`src/hslcf_regs.svh`:
```
// Constants of the high-speed link command front: codes, statuses, timing
`ifndef HSLCF_REGS_SVH
`define HSLCF_REGS_SVH

// Command codes carried in the command byte
`define HSLCF_CMD_SET_MODE   8'h01
`define HSLCF_CMD_ENABLE     8'h02
`define HSLCF_CMD_DISABLE    8'h03
`define HSLCF_CMD_CHANGE     8'h06
`define HSLCF_CMD_FLUSH      8'h09
`define HSLCF_CMD_RESET_D    8'h0B
`define HSLCF_CMD_RESET_N    8'h9C
`define HSLCF_CMD_TX_CTRL    8'h10
`define HSLCF_CMD_TX_DATA    8'h11
`define HSLCF_CMD_RX         8'h13
`define HSLCF_CMD_RX_CONT    8'h14
`define HSLCF_CMD_TRACE      8'h2C
`define HSLCF_CMD_STOP_TRACE 8'h2D
`define HSLCF_CMD_WRAP       8'h2E
`define HSLCF_CMD_HALT       8'hF0
`define HSLCF_CMD_HALT_IMM   8'hF1
`define HSLCF_CMD_DUMP_NS    8'hF4
`define HSLCF_CMD_DUMP_ST    8'hF5

// Line select field bit positions
`define HSLCF_SEL_PORT_BIT   6
`define HSLCF_SEL_DIR_BIT    7

// Line addresses of the scanner pair, two per scanner
`define HSLCF_LINE_BASE      12'h404
`define HSLCF_LINE_LAST      12'h407
`define HSLCF_SCANNER_IDX    1'h0

// Status codes returned to the host
`define HSLCF_ST_OK          8'h00
`define HSLCF_ST_FRAME_END   8'h01
`define HSLCF_ST_RX_PART     8'h02
`define HSLCF_ST_DUMP_ST     8'h04
`define HSLCF_ST_REJECT      8'h80
`define HSLCF_ST_HW_ERR      8'hC0

// Set mode parameter layout
`define HSLCF_PRM_INT_CLK    0
`define HSLCF_PRM_RATE_LO    1
`define HSLCF_PRM_ADDR_LO    8
`define HSLCF_BCAST_ADDR     8'hFF

// Bit timing: internal back-to-back rates at a 125 MHz core clock
`define HSLCF_CLK_HZ         125000000
`define HSLCF_RATE0_BPS      245760
`define HSLCF_RATE1_BPS      1474560
`define HSLCF_RATE2_BPS      1843200
`define HSLCF_DIV0           (`HSLCF_CLK_HZ / `HSLCF_RATE0_BPS)
`define HSLCF_DIV1           (`HSLCF_CLK_HZ / `HSLCF_RATE1_BPS)
`define HSLCF_DIV2           (`HSLCF_CLK_HZ / `HSLCF_RATE2_BPS)

// Frame staging memory
`define HSLCF_BUF_AW         8
`define HSLCF_BUF_W          9
`define HSLCF_FRAME_MAX      16'hFFFF

`endif

```
`src/hslcf_pkg.sv`:
```
// Types shared by the high-speed link command front
package hslcf_pkg;

	typedef enum logic [1:0] {
		HSLCF_RATE_LOW,
		HSLCF_RATE_MID,
		HSLCF_RATE_HIGH,
		HSLCF_RATE_RSVD
	} hslcf_rate_t;

	typedef enum logic [2:0] {
		HSLCF_IDLE,
		HSLCF_TX,
		HSLCF_RX,
		HSLCF_STAT,
		HSLCF_IRQ
	} hslcf_state_t;

endpackage : hslcf_pkg

```
`src/hslcf_frame_buf.sv`:
```
// Frame staging memory with registered read data
`timescale 1ns/1ps
`default_nettype none
module hslcf_frame_buf #(
	parameter int AW = 8,
	parameter int W  = 9
) (
	input  wire logic          core_clk,
	input  wire logic          wr_en,
	input  wire logic [AW-1:0] wr_addr,
	input  wire logic [W-1:0]  wr_data,
	input  wire logic          rd_en,
	input  wire logic [AW-1:0] rd_addr,
	output logic      [W-1:0]  rd_data
);
	logic [W-1:0] mem [0:(1<<AW)-1];

	always_ff @(posedge core_clk) begin
		if (wr_en) begin
			mem[wr_addr] <= wr_data;
		end
		if (rd_en) begin
			rd_data <= mem[rd_addr];
		end
	end
endmodule : hslcf_frame_buf
`default_nettype wire

```
`src/hslcf_command_front.sv`:
```
// Command front of the high-speed link scanner: decode, line state, frame staging
//
// Notes on behaviour
// - Decode set mode 01, enable 02, disable 03, change 06, flush 09, resets 0B, 9C.
// - Accept frame commands transmit control 10, transmit data 11, receive 13, continue 14.
// - Decode trace 2C, stop trace 2D, halt F0, halt immediate F1, dumps F4, F5.
// - Wrap 2E is accepted only when issued from the maintenance console.
// - Bit 6 of the line select field picks one of the two lines.
// - Bit 7 of the line select field: zero transmit, one receive.
// - Only one of the two ports may be enabled at any time.
// - The lines answer as addresses 404 to 407, two per scanner.
// - On a network, bit timing follows the network clock, up to 2.048 Mbps.
// - Back to back, one of three host-selected internal rates is used.
// - Frames up to 64 kbytes long are handled.
// - Station address compare on received frames is done here, in hardware.
// - A received frame may span several receive operations.
// - Transmit continue and receive monitor are not implemented.
// - Frames are staged in this block's own buffers.
// - Frame data moves over the direct-memory side, not the processor.
// - Hardware errors send status first, then a level 2 interrupt.
// - No cycle stealing on the control bus for frame data.
// - Full-duplex point-to-point line, no multiplexing of lines.
`timescale 1ns/1ps
`default_nettype none
`include "hslcf_regs.svh"
module hslcf_command_front (
	input  wire logic                 core_clk,
	input  wire logic                 reset_variant_n,
	input  wire logic                 cmd_valid,
	output logic                      cmd_ready,
	input  wire logic [7:0]           cmd_code,
	input  wire logic [7:0]           cmd_line,
	input  wire logic [15:0]          cmd_param,
	input  wire logic                 cmd_console,
	output logic                      stat_valid,
	input  wire logic                 stat_ready,
	output logic [7:0]                stat_code,
	output logic [11:0]               stat_line,
	output logic                      lvl2_irq,
	input  wire logic                 err_fe,
	input  wire logic                 err_dma,
	input  wire logic                 err_sctl,
	input  wire logic                 dm_tx_valid,
	output logic                      dm_tx_ready,
	input  wire logic [7:0]           dm_tx_data,
	output logic                      dm_rx_valid,
	input  wire logic                 dm_rx_ready,
	output logic [7:0]                dm_rx_data,
	output logic                      dm_rx_last,
	input  wire logic                 line_clk_net,
	output logic                      ln_bit_en,
	output logic [1:0]                port_en,
	output logic                      trace_on,
	output logic                      wrap_on,
	output logic                      ln_tx_valid,
	input  wire logic                 ln_tx_ready,
	output logic [7:0]                ln_tx_byte,
	output logic                      ln_tx_last,
	input  wire logic                 ln_rx_valid,
	input  wire logic [7:0]           ln_rx_byte,
	input  wire logic                 ln_rx_last,
	output hslcf_pkg::hslcf_state_t   state
);
	import hslcf_pkg::*;

	// ----------------------------------------------------------------
	// Command decode
	// ----------------------------------------------------------------
	hslcf_state_t state_r;
	logic         line_en_r, act_port_r, int_clk_r, trace_r, wrap_r, err_pend_r;
	logic         partial_r, irq_after_r;
	hslcf_rate_t  rate_r;
	logic [7:0]   stn_addr_r, stat_code_r;
	logic [11:0]  stat_line_r;
	logic [15:0]  tx_cnt_r, rx_budget_r;

	wire       sel_port = cmd_line[`HSLCF_SEL_PORT_BIT];
	wire       sel_rx   = cmd_line[`HSLCF_SEL_DIR_BIT];
	wire       take     = cmd_valid && cmd_ready;
	wire       hw_err   = err_fe || err_dma || err_sctl;
	wire [11:0] sel_addr = `HSLCF_LINE_BASE + {10'h000, `HSLCF_SCANNER_IDX, sel_port};

	wire c_setm = (cmd_code == `HSLCF_CMD_SET_MODE) || (cmd_code == `HSLCF_CMD_CHANGE);
	wire c_en   = (cmd_code == `HSLCF_CMD_ENABLE);
	wire c_dis  = (cmd_code == `HSLCF_CMD_DISABLE);
	wire c_fl   = (cmd_code == `HSLCF_CMD_FLUSH);
	wire c_rst  = (cmd_code == `HSLCF_CMD_RESET_D) || (cmd_code == `HSLCF_CMD_RESET_N);
	wire c_tx   = (cmd_code == `HSLCF_CMD_TX_CTRL) || (cmd_code == `HSLCF_CMD_TX_DATA);
	wire c_rx   = (cmd_code == `HSLCF_CMD_RX);
	wire c_rxc  = (cmd_code == `HSLCF_CMD_RX_CONT);
	wire c_tr   = (cmd_code == `HSLCF_CMD_TRACE);
	wire c_str  = (cmd_code == `HSLCF_CMD_STOP_TRACE);
	wire c_hlt  = (cmd_code == `HSLCF_CMD_HALT);
	wire c_hlti = (cmd_code == `HSLCF_CMD_HALT_IMM);
	wire c_dmp  = (cmd_code == `HSLCF_CMD_DUMP_NS) || (cmd_code == `HSLCF_CMD_DUMP_ST);
	wire c_wrap = (cmd_code == `HSLCF_CMD_WRAP) && cmd_console;

	// Transmit continue and receive monitor simply fall outside this set
	wire known = c_setm || c_en || c_dis || c_fl || c_rst || c_tx || c_rx || c_rxc
		|| c_tr || c_str || c_hlt || c_hlti || c_dmp || c_wrap;
	wire on_line = line_en_r && (act_port_r == sel_port);
	// Second port stays off while the first is enabled
	wire en_bad  = c_en && line_en_r && (act_port_r != sel_port);
	wire tx_bad  = c_tx && (!on_line || sel_rx || (cmd_param == 16'h0000));
	wire rx_bad  = (c_rx || c_rxc) && (!on_line || !sel_rx || (cmd_param == 16'h0000));
	wire rxc_bad = c_rxc && !partial_r;
	wire reject  = !known || en_bad || tx_bad || rx_bad || rxc_bad;

	assign cmd_ready  = (state_r == HSLCF_IDLE) && !err_pend_r;
	assign stat_valid = (state_r == HSLCF_STAT);
	assign stat_code  = stat_code_r;
	assign stat_line  = stat_line_r;
	assign lvl2_irq   = (state_r == HSLCF_IRQ);
	assign state      = state_r;
	assign trace_on   = trace_r;
	assign wrap_on    = wrap_r;
	// One port only, never both lines at once
	assign port_en    = line_en_r ? (act_port_r ? 2'h2 : 2'h1) : 2'h0;

	// ----------------------------------------------------------------
	// Bit timing
	// ----------------------------------------------------------------
	logic [9:0] div_cnt_r;
	logic       net_clk_q_r;
	wire  [9:0] div_top = (rate_r == HSLCF_RATE_MID)  ? 10'(`HSLCF_DIV1 - 1) :
	                      (rate_r == HSLCF_RATE_HIGH) ? 10'(`HSLCF_DIV2 - 1) :
	                                                    10'(`HSLCF_DIV0 - 1);
	wire        int_tick = (div_cnt_r == div_top);
	// Network clock is a plain synchronous input; its rising edge is a bit slot
	wire        net_tick = line_clk_net && !net_clk_q_r;
	assign ln_bit_en = line_en_r && (int_clk_r ? int_tick : net_tick);

	always_ff @(posedge core_clk or negedge reset_variant_n) begin
		if (!reset_variant_n) begin
			div_cnt_r   <= 10'h000;
			net_clk_q_r <= 1'b0;
		end else begin
			div_cnt_r   <= int_tick ? 10'h000 : div_cnt_r + 10'h001;
			net_clk_q_r <= line_clk_net;
		end
	end

	// ----------------------------------------------------------------
	// Transmit staging ring
	// ----------------------------------------------------------------
	logic [7:0] tx_wp_r, tx_rp_r;
	logic [8:0] tx_lvl_r;
	logic       tx_pend_r, tx_out_r;
	logic [8:0] tx_rd;
	wire        tx_flush = take && (c_hlti || c_rst);
	assign dm_tx_ready = (state_r == HSLCF_TX) && (tx_lvl_r != 9'h100);
	wire        tx_wr    = dm_tx_valid && dm_tx_ready;
	wire        tx_issue = !tx_flush && (tx_lvl_r != 9'h000) && !tx_pend_r
		&& (!tx_out_r || ln_tx_ready);
	assign ln_tx_valid = tx_out_r;
	assign ln_tx_byte  = tx_rd[7:0];
	assign ln_tx_last  = tx_rd[8];

	always_ff @(posedge core_clk or negedge reset_variant_n) begin
		if (!reset_variant_n) begin
			tx_wp_r <= 8'h00;
			tx_rp_r <= 8'h00;
			tx_lvl_r <= 9'h000;
			tx_pend_r <= 1'b0;
			tx_out_r <= 1'b0;
		end else if (tx_flush) begin
			tx_wp_r <= 8'h00;
			tx_rp_r <= 8'h00;
			tx_lvl_r <= 9'h000;
			tx_pend_r <= 1'b0;
			tx_out_r <= 1'b0;
		end else begin
			tx_wp_r  <= tx_wp_r + {7'h00, tx_wr};
			tx_rp_r  <= tx_rp_r + {7'h00, tx_issue};
			tx_lvl_r <= tx_lvl_r + {8'h00, tx_wr} - {8'h00, tx_issue};
			tx_pend_r <= tx_issue;
			tx_out_r  <= tx_pend_r || (tx_out_r && !ln_tx_ready);
		end
	end

	// Staged in local memory, not in processor storage
	hslcf_frame_buf #(.AW(`HSLCF_BUF_AW), .W(`HSLCF_BUF_W)) u_tx_buf (
		.core_clk (core_clk),
		.wr_en    (tx_wr),
		.wr_addr  (tx_wp_r),
		.wr_data  ({tx_cnt_r == 16'h0001, dm_tx_data}),
		.rd_en    (tx_issue),
		.rd_addr  (tx_rp_r),
		.rd_data  (tx_rd)
	);

	// ----------------------------------------------------------------
	// Receive staging ring with station address filter
	// ----------------------------------------------------------------
	logic [7:0]  rx_wp_r, rx_rp_r;
	logic [8:0]  rx_lvl_r;
	logic        rx_pend_r, rx_out_r, rx_first_r, rx_drop_r;
	logic [15:0] rx_len_r;
	logic [8:0]  rx_rd;
	wire         rx_flush = take && (c_fl || c_rst);
	// First byte of a frame is the station address; broadcast always passes
	wire addr_miss = rx_first_r && (ln_rx_byte != stn_addr_r)
		&& (ln_rx_byte != `HSLCF_BCAST_ADDR);
	wire too_long  = (rx_len_r == `HSLCF_FRAME_MAX);
	wire rx_keep   = ln_rx_valid && line_en_r && !rx_drop_r && !addr_miss && !too_long;
	wire rx_ovr    = rx_keep && (rx_lvl_r == 9'h100);
	wire rx_wr     = rx_keep && !rx_ovr && !rx_flush;
	wire rx_take   = dm_rx_valid && dm_rx_ready;
	wire rx_issue  = !rx_flush && (state_r == HSLCF_RX) && (rx_lvl_r != 9'h000)
		&& !rx_pend_r && !rx_out_r && (rx_budget_r != 16'h0000);
	assign dm_rx_valid = rx_out_r;
	assign dm_rx_data  = rx_rd[7:0];
	assign dm_rx_last  = rx_rd[8];

	always_ff @(posedge core_clk or negedge reset_variant_n) begin
		if (!reset_variant_n) begin
			rx_wp_r <= 8'h00;
			rx_rp_r <= 8'h00;
			rx_lvl_r <= 9'h000;
			rx_pend_r <= 1'b0;
			rx_out_r <= 1'b0;
			rx_first_r <= 1'b1;
			rx_drop_r <= 1'b0;
			rx_len_r <= 16'h0000;
		end else if (rx_flush) begin
			rx_wp_r <= 8'h00;
			rx_rp_r <= 8'h00;
			rx_lvl_r <= 9'h000;
			rx_pend_r <= 1'b0;
			rx_out_r <= 1'b0;
			rx_first_r <= 1'b1;
			rx_drop_r <= 1'b0;
			rx_len_r <= 16'h0000;
		end else begin
			rx_wp_r  <= rx_wp_r + {7'h00, rx_wr};
			rx_rp_r  <= rx_rp_r + {7'h00, rx_issue};
			rx_lvl_r <= rx_lvl_r + {8'h00, rx_wr} - {8'h00, rx_issue};
			rx_pend_r <= rx_issue;
			rx_out_r  <= rx_pend_r || (rx_out_r && !dm_rx_ready);
			if (ln_rx_valid) begin
				rx_first_r <= ln_rx_last;
				rx_drop_r  <= !ln_rx_last && (rx_drop_r || addr_miss || too_long || rx_ovr);
				rx_len_r   <= ln_rx_last ? 16'h0000 : rx_len_r + 16'h0001;
			end
		end
	end

	hslcf_frame_buf #(.AW(`HSLCF_BUF_AW), .W(`HSLCF_BUF_W)) u_rx_buf (
		.core_clk (core_clk),
		.wr_en    (rx_wr),
		.wr_addr  (rx_wp_r),
		.wr_data  ({ln_rx_last, ln_rx_byte}),
		.rd_en    (rx_issue),
		.rd_addr  (rx_rp_r),
		.rd_data  (rx_rd)
	);

	// ----------------------------------------------------------------
	// Control state machine
	// ----------------------------------------------------------------
	hslcf_state_t state_nxt;
	always_comb begin
		state_nxt = state_r;
		case (state_r)
			HSLCF_IDLE: begin
				if (err_pend_r) begin
					state_nxt = HSLCF_STAT;
				end else if (take && !reject && c_tx) begin
					state_nxt = HSLCF_TX;
				end else if (take && !reject && (c_rx || c_rxc)) begin
					state_nxt = HSLCF_RX;
				end else if (take) begin
					state_nxt = HSLCF_STAT;
				end
			end
			HSLCF_TX: begin
				if (tx_wr && (tx_cnt_r == 16'h0001)) begin
					state_nxt = HSLCF_STAT;
				end
			end
			HSLCF_RX: begin
				if (rx_take && (dm_rx_last || (rx_budget_r == 16'h0000))) begin
					state_nxt = HSLCF_STAT;
				end
			end
			HSLCF_STAT: begin
				if (stat_ready) begin
					state_nxt = irq_after_r ? HSLCF_IRQ : HSLCF_IDLE;
				end
			end
			HSLCF_IRQ: state_nxt = HSLCF_IDLE;
			default:   state_nxt = HSLCF_IDLE;
		endcase
	end

	always_ff @(posedge core_clk or negedge reset_variant_n) begin
		if (!reset_variant_n) begin
			state_r <= HSLCF_IDLE;
			line_en_r <= 1'b0;
			act_port_r <= 1'b0;
			int_clk_r <= 1'b0;
			rate_r <= HSLCF_RATE_LOW;
			stn_addr_r <= 8'h00;
			trace_r <= 1'b0;
			wrap_r <= 1'b0;
			err_pend_r <= 1'b0;
			partial_r <= 1'b0;
			irq_after_r <= 1'b0;
			stat_code_r <= `HSLCF_ST_OK;
			stat_line_r <= `HSLCF_LINE_BASE;
			tx_cnt_r <= 16'h0000;
			rx_budget_r <= 16'h0000;
		end else begin
			state_r <= state_nxt;
			// New error wins over the clear made when idle loads its status
			if (hw_err || rx_ovr) begin
				err_pend_r <= 1'b1;
			end else if (state_r == HSLCF_IDLE && err_pend_r) begin
				err_pend_r <= 1'b0;
			end
			if (state_r == HSLCF_IDLE && err_pend_r) begin
				stat_code_r <= `HSLCF_ST_HW_ERR;
				irq_after_r <= 1'b1;
			end else if (take) begin
				stat_line_r <= sel_addr;
				irq_after_r <= 1'b0;
				stat_code_r <= reject ? `HSLCF_ST_REJECT :
					(cmd_code == `HSLCF_CMD_DUMP_ST) ? `HSLCF_ST_DUMP_ST : `HSLCF_ST_OK;
				if (!reject) begin
					if (c_setm) begin
						int_clk_r  <= cmd_param[`HSLCF_PRM_INT_CLK];
						rate_r     <= hslcf_rate_t'(cmd_param[`HSLCF_PRM_RATE_LO +: 2]);
						stn_addr_r <= cmd_param[`HSLCF_PRM_ADDR_LO +: 8];
					end
					if (c_en) begin
						line_en_r  <= 1'b1;
						act_port_r <= sel_port;
					end
					if ((c_dis && on_line) || c_rst || c_hlt || c_hlti) begin
						line_en_r <= 1'b0;
						wrap_r    <= 1'b0;
					end
					if (c_tr || c_str) begin
						trace_r <= c_tr;
					end
					if (c_wrap) begin
						wrap_r <= 1'b1;
					end
					if (c_fl || c_rst || c_rx) begin
						partial_r <= 1'b0;
					end
					tx_cnt_r    <= c_tx ? cmd_param : tx_cnt_r;
					rx_budget_r <= (c_rx || c_rxc) ? cmd_param : rx_budget_r;
				end
			end else begin
				if (tx_wr) begin
					tx_cnt_r <= tx_cnt_r - 16'h0001;
				end
				if (rx_issue) begin
					rx_budget_r <= rx_budget_r - 16'h0001;
				end
				if (rx_take) begin
					// Budget spent mid-frame: the next receive continue picks it up
					partial_r   <= !dm_rx_last;
					stat_code_r <= dm_rx_last ? `HSLCF_ST_FRAME_END : `HSLCF_ST_RX_PART;
				end
			end
		end
	end
endmodule : hslcf_command_front
`default_nettype wire

```
`config.mk`:
```
export PLATFORM = sky130hd
export DESIGN_NAME = hslcf_command_front
export DESIGN_NICKNAME = d
export VERILOG_FILES = /design/src/hslcf_pkg.sv /design/src/hslcf_frame_buf.sv /design/src/hslcf_command_front.sv
export VERILOG_INCLUDE_DIRS = /design/src /design/src/src
export SDC_FILE = /design/constraint.sdc
export NUM_CORES = 2
export LEC_CHECK = 0
export ABC_CLOCK_PERIOD_IN_PS = 10550
export BUFFER_PORTS_ARGS = -buffer_cell sky130_fd_sc_hd__buf_2
export CAP_MARGIN = 20
export CORE_ASPECT_RATIO = 2
export CORE_MARGIN = 8
export CORE_UTILIZATION = 60
export CTS_CLUSTER_DIAMETER = 30
export DETAILED_ROUTE_END_ITERATION = 10
export GPL_ROUTABILITY_DRIVEN = 0
export PLACE_DENSITY_LB_ADDON = 0.08
export SLEW_MARGIN = 20
export SYNTH_ARGS = -nofsm -noshare
export SYNTH_HDL_FRONTEND = slang
export SYNTH_HIERARCHICAL = 1
export SYNTH_MEMORY_MAX_BITS = 65536
export SYNTH_SLANG_ARGS = --single-unit
export TNS_END_PERCENT = 30
```
`constraint.sdc`:
```
create_clock -name core_clk -period 10.55 [get_ports core_clk]
set_input_delay 0 -clock core_clk [delete_from_list [all_inputs] [get_ports core_clk]]
set_output_delay 0 -clock core_clk [all_outputs]
set_load 0.01 [all_outputs]
```
Word-level counts from Yosys, hierarchy flattened
Memory sizes are Yosys's and may differ from the RTL's. A register that Yosys moved wholly into a read port is not among the register bits.
Index checks and enable logic that the tools add are counted.
Widths: inputs -> output; s select.
{"block": "totals", "register_bits": 156, "ramBits": 4608, "input_bits": 62, "output_inout_bits": 52, "word_cells": 282, "mem_count": 2}
{"memory": "u_rx_buf.mem", "depth": 256, "word_bits": 9, "rd": 1, "rd_clocked_by_memory_dff": 1, "write_ports": 1, "line": "hslcf_frame_buf.sv:16", "source": "logic [W-1:0] mem [0:(1<<AW)-1];"}
{"memory": "u_tx_buf.mem", "depth": 256, "word_bits": 9, "rd": 1, "rd_clocked_by_memory_dff": 1, "write_ports": 1, "line": "hslcf_frame_buf.sv:16"}
{"block": "op_classes", "add_sub_neg": 13, "eq_ne": 41, "n_mux": 62, "bitwise": 2, "n_reduce_logical": 132}
{"op": "$mux 16", "n": 11}
{"op": "$mux 8", "n": 8}
{"op": "$logic_and 1x1->1", "n": 43}
{"op": "$logic_or 1x1->1", "n": 43}
{"op": "$eq 8x8->1 const B", "n": 5}
{"op": "$mux 9", "n": 4}
{"op": "$reduce_and 4->1", "n": 9}
{"op": "$add 8x1->8", "n": 4}
{"op": "$eq 8x5->1 const B", "n": 4}
{"op": "$logic_not 16->1", "n": 2}
{"op": "$sub 16x1->16 const B", "n": 2}
{"op": "$mux 3", "n": 9}
{"op": "$mux 1", "n": 25}
{"op": "$eq 8x6->1 const B", "n": 3}
{"op": "$logic_not 1->1", "n": 21}
{"op": "$add 9x1->9", "n": 2}
{"op": "$reduce_bool 9->1", "n": 2}
{"op": "$sub 9x1->9", "n": 2}
{"op": "$add 16x1->16 const B", "n": 1}
{"op": "$eq 16x1->1 const B", "n": 1}
{"op": "$eq 16x16->1 const B", "n": 1}
{"op": "$eq 8x2->1 const B", "n": 2}
{"op": "$eq 8x4->1 const B", "n": 2}
{"op": "$reduce_bool 16->1", "n": 1}
{"op": "27 further kinds", "n": 43}

Longest topological paths before layout
{"block": "depth", "depth_word": 27, "mapped_depth": 19, "depth_no_buf": 17}

Cells and area by module
The synthesis kept the hierarchy.
{"mod": "hslcf_frame_buf", "instances": 2, "cells_per_inst": 4237, "area_each_um2": 89368.2, "seq_area_each_um2": 69456.6}
{"mod": "hslcf_command_front", "instances": 1, "cells_per_inst": 911, "area_each_um2": 8450.6, "seq_area_each_um2": 3554.7}

Least setup slack after synthesis
Ideal clock, no wire load.
{"block": "synth_timing", "path_kind": "register to register", "start": "register tx_cnt_r[6]", "end": "memory u_tx_buf.mem[0][8] (data pin)", "setup_ps": 1390, "arrival_ps": 7197, "t_required_ps": 9160, "slack_ps": 1964, "stages_incl_launch_ff": 5, "path_buffers": 0, "synth_period_minus_slack_ps": 8586, "cell_sequence": "dfrtp_1 -> or3_1 -> nor3_1 -> nand2_1 -> nor2_1"}
{"block": "synth_via", "elab_chain_len": 1}
{"element": "start: declaration", "line": "hslcf_command_front.sv:75", "source": "logic [15:0] tx_cnt_r, rx_budget_r;"}
{"element": "start signal: assignment", "line": "hslcf_command_front.sv:352", "source": "tx_cnt_r <= c_tx ? cmd_param : tx_cnt_r;"}
{"element": "start signal: assignment", "line": "hslcf_command_front.sv:357", "source": "tx_cnt_r <= tx_cnt_r - 16'h0001;"}
{"element": "$eq 16x1->1", "line": "hslcf_command_front.sv:186", "source": ".wr_data ({tx_cnt_r == 16'h0001, dm_tx_data}),"}
{"element": "end: declaration", "line": "hslcf_frame_buf.sv:16"}
Every way passes these cells.

Final worst setup path
{"block": "layout_timing", "start": "input ln_rx_byte[3]", "end": "memory u_rx_buf.mem[219][7] (enable)"}
{"block": "layout_via", "elab_chain_len": 12, "elab_cells_between_ends": 13, "classes_between": "eq/ne: 2; mux: 2; reduce/logical: 9"}
{"element": "start: declaration", "line": "hslcf_command_front.sv:60", "source": "input wire logic [7:0] ln_rx_byte,"}
{"element": "$ne 8x8->1", "line": "hslcf_command_front.sv:202", "source": "wire addr_miss = rx_first_r && (ln_rx_byte != stn_addr_r)"}
{"element": "$logic_and 1x1->1", "line": "hslcf_command_front.sv:202"}
{"element": "$logic_and 1x1->1 *", "line": "hslcf_command_front.sv:202"}
{"element": "$logic_not 1->1 *", "line": "hslcf_command_front.sv:205", "source": "wire rx_keep = ln_rx_valid && line_en_r && !rx_drop_r && !addr_miss && !too_long;"}
{"element": "$logic_and 1x1->1 * (2 in series)", "line": "hslcf_command_front.sv:205"}
{"element": "$logic_and 1x1->1", "line": "hslcf_command_front.sv:206", "source": "wire rx_ovr = rx_keep && (rx_lvl_r == 9'h100);"}
{"element": "$logic_not 1->1", "line": "hslcf_command_front.sv:207", "source": "wire rx_wr = rx_keep && !rx_ovr && !rx_flush;"}
{"element": "$logic_and 1x1->1 * (2 in series)", "line": "hslcf_command_front.sv:207"}
{"element": "net rx_wr", "line": "hslcf_command_front.sv:207"}
{"element": "$mux 1 *", "line": "hslcf_frame_buf.sv:19", "source": "if (wr_en) begin"}
{"element": "$mux 1 (implied by the code) *", "line": "hslcf_frame_buf.sv:20", "source": "mem[wr_addr] <= wr_data;"}
{"element": "end: declaration", "line": "hslcf_frame_buf.sv:16"}
Mark *: on every way through the listed nets, which the timed path passes. The rest lies on a longest branch.

==> results.tsv <==
stage	metric	value	unit
status	outcome	finished clean	
drt	Post-DRT Antenna Nets	0	
synth	Syn Area/Cell	19.9	um^2
drt	routed len/inst	31.8	um
floorplanning	initial core utilization	0.602	
global_routing	total gr overflow	0	
place	Post-Place Worst Slack	4.63	ns
power_and_ir_drop	power per cell area	254	mW/mm^2
floorplanning	Core Area	0.311	mm^2
cts	CTS Hold Buffers Added	108	
setup_path	slowest stage cell, crit path	nand4_1	
cts	Post-CTS Resized	0	
synth	Synth warnings	6	
setup_path	reg2reg path depth	10	
timing	Worst Max-Slew Pin Slew	1.35	ns
timing	slack of the critical path	4.98	ns
min_path	hold path start	ln_rx_byte[6]	
setup_path	crit-path cells	dlygate4sd3_1 -> buf_8 -> buf_4 -> nand4_1 -> o21ai_0 -> a21oi_1 -> nor3_1 -> and3_1 -> nand3b_1 -> inv_1 -> nand4_1 -> buf_4 -> nor2_1	
floorplanning	IO Pins	114	
finish	commonest non-fill, non-tap cells in the layout	edfxtp_1 (4,626), mux4_2 (934), nor2_1 (716)	
setup_path	crit-path max cell delay	0.98	ns
setup_path	r2r setup slk	5.21	ns
cts	TritonCTS clock tree	yes	
global_routing	initial antenna violation count	14	
power_and_ir_drop	Static Leakage	66.9	nW
timing	Layout Skew	0.0451	ns
timing	period utilisation layout	0.528	
cts	clk sink count	4768	
setup_path	CP Launch Point	ln_rx_byte[3]	
finish	most common library cell in the layout ignoring fill and taps	edfxtp_1	
synth	synthesized flop and latch total	4768	
min_path	Hold/Removal Path Class	in -> reg	
global_routing	met2 Use GR	0.421	
global_routing	grt met1 use	0.397	
power_and_ir_drop	Net Sw Frac	0.301	
cts	Longest Clk Path Bufs	4	
power_and_ir_drop	overall power	53.6	mW
timing	Max Clk Rate	180	MHz
global_routing	GR Util met3	0.0534	
global_routing	all-layer global routing usage	0.271	
finish	area delta synth->final	12.6	%
synth	Seq/Total Area, Yosys	0.761	
setup_path	reg2reg start	stn_addr_r[3]	
power_and_ir_drop	combinational power share	0.244	
power_and_ir_drop	Peak VDD IR	0.000345	V
place	I/O Buffers	93	
timing	Max Slew Vio Count	0	
drt	Via density	6.67	
drt	DRC	0	
synth	Area contributors post-synth	edfxtp_1 (74%), mux4_2 (11%), mux2i_1 (1.9%), dfrtp_1 (1.9%), nor2_1 (1.5%)	
synth	Synth Cell Area	0.187	mm^2
finish	Fill cells	19800	
cts	H-tree levels	6	
cts	clock buffer count from CTS	551	
setup_path	reg2reg end	u_rx_buf/mem[219][7]	
setup_path	CP required	11.09	ns
cts	postcts setup bufs	0	
synth	Netlist cell types	94	
finish	Final nets	9864	
synth	Synth top area share	0.742	
timing	relative slew slack	0.102	
place	Detailed Place HPWL	267000	um
floorplanning	die outline width	411	um
drt	DR pass1 iterations	6	
finish	final core occ	0.678	
min_path	Hold Path Sink	u_rx_buf/mem[242][6]	
timing	RSZ-0062 raised after global routing	false	
global_routing	vias in the first global route	94900	
setup_path	WS Path Type	in -> reg	
drt	Initial DRC Count	11500	
synth	Mapped Cells	9385	
timing	Setup Viol. Count Final	0	
cts	Clk Latency, worst-skew pair	0.95	ns
global_routing	largest net degree at the start of global routing	182	
power_and_ir_drop	clock network power share	0.354	
setup_path	Buf/Inv on CP	5	
setup_path	crit start category	input pin	
power_and_ir_drop	internal power	37.5	mW
synth	Main synth FF type	edfxtp_1	
floorplanning	row count	290	
min_path	Hold Crit Depth	2	
global_routing	first-pass GRT wire length	660000	um
setup_path	Worst Path Arrival	6.11	ns
floorplanning	Die ar.	0.331	mm^2
drt	routed wire length	455000	um
power_and_ir_drop	Net Sw Power	16.1	mW
floorplanning	DIE HEIGHT	806	um
timing	setup total negative slack	0	ns
job	max-cap viol count	0	
setup_path	Crit. End Element	flip-flop	
timing	Final Critical Period	5.57	ns
setup_path	family with the most delay on the worst path	buffers and inverters	
global_routing	gr busiest metal	met2	
cts	Clock Root Buffer	clkbuf_16	
cts	Worst-path clk slew	0.06	ns
synth	number of synthesized flops with an enable pin	4626	
synth	fraction of registers with async set or reset after synthesis	0.0298	
finish	area of the multi-input gates	0.0414	mm^2
finish	register area	0.142	mm^2
synth	largest area contributor in the netlist	edfxtp_1	
setup_path	Critical Path Fanout Max	124	
finish	layout cells sized above 1	0.220	
timing	Final Hold Viols	0	
drt	via count	95300	
power_and_ir_drop	Reg power frac	0.402	
[Yosys cell counts (18+ instances only)]
cell      number
buf_8         24
o21ai_0      102
mux4_1        18
o221ai_1      71
o22ai_1      141
a211oi_1      62
a21oi_1      248
nand2_1      120
mux4_2       934
a31oi_1       33
buf_6         54
mux2i_1      358
and3_1        25
buf_2        114
clkbuf_1     257
inv_1         41
xor2_1        37
xnor2_1       25
mux2_2        46
or3_1         20
buf_4         71
nor4_1        67
nor2_1       729
nand4_1       32
nor2b_1       75
nand2b_1      23
nor3_1        71
nand3_1      104
ha_1          38
dfrtp_1      141
a221oi_1      24
edfxtp_1    4626
buf_1         35
a22oi_1      350
[how the worst max path moves through the flow]
stage | endpoint | slack [ns] | depth (start not counted)
detailed placement | u_rx_buf/mem[16][8] | 4.63 | 12
CTS | u_rx_buf/mem[219][7] | 5.08 | 13
global placement | u_rx_buf/mem[3][3] | 4.34 | 12
finish | u_rx_buf/mem[219][7] | 4.98 | 13
global route | u_rx_buf/mem[219][8] | 4.68 | 13
floorplan | u_tx_buf/mem[0][8] | 1.96 | 4
[registers in the layout, indices dropped and copies added, names as in the netlist, 2 cells and up]
name,cells
rate_r,2
u_rx_buf/mem,2304
rx_len_r,16
rx_lvl_r,9
state,3
tx_rp_r,8
div_cnt_r,10
tx_wp_r,8
rx_rp_r,8
stn_addr_r,8
rx_wp_r,8
tx_lvl_r,9
stat_code,5
u_tx_buf/mem,2304
tx_cnt_r,16
u_rx_buf/rd_data,9
u_tx_buf/rd_data,9
rx_budget_r,16
[per-stage QoR]
step                      hold slack (ns)  instances  cell area (um^2)
final                              0.0605      14300            211000
after global routing               0.0397      14300            211000
after CTS                        0.000196      14300            211000
after global placement              0.121      13200            191000
after detailed placement            0.126      13200            191000
after floorplan                    -0.296       9397            187000
[cell families after synthesis]
group                    Yosys count  synth area share
adder cells (fa/ha/maj)           40           0.00275
AO/OA/AOI/OAI                   1169            0.0424
multiplexers                    1367             0.138
flip-flops                      4768             0.761
XOR/XNOR                          62           0.00290
buffers and inverters            611            0.0189
other                              2         0.0000401
AND/OR/NAND/NOR                 1366            0.0342
[power by group through the flow]
stage	logic [mW]	clock network, mW	registers (mW)
after floorplan	9.36	0	21.6
after global placement	12.8	0	21.9
after detailed placement	12.9	0	21.9
after CTS	13.0	19.2	21.5
after global routing	13.8	19.9	21.6
final	13.1	19.0	21.6
[layer usage]
layer,part of all wire,wire length [um]
met4,0.034,15400
met1,0.40,183000
met5,0.000046,21
met3,0.091,41300
met2,0.47,215000
[final cells by class]
class | count | area share
multi-input combinational | 4018 | 0.197
antenna | 6 | 0.0000713
sequential | 4768 | 0.676
timing repair buffer | 378 | 0.0154
inverter | 45 | 0.000802
clock inverter | 379 | 0.0182
clock buffer | 615 | 0.0684
tap | 4088 | 0.0243
Note: power is estimated with default switching activity, not from simulation.
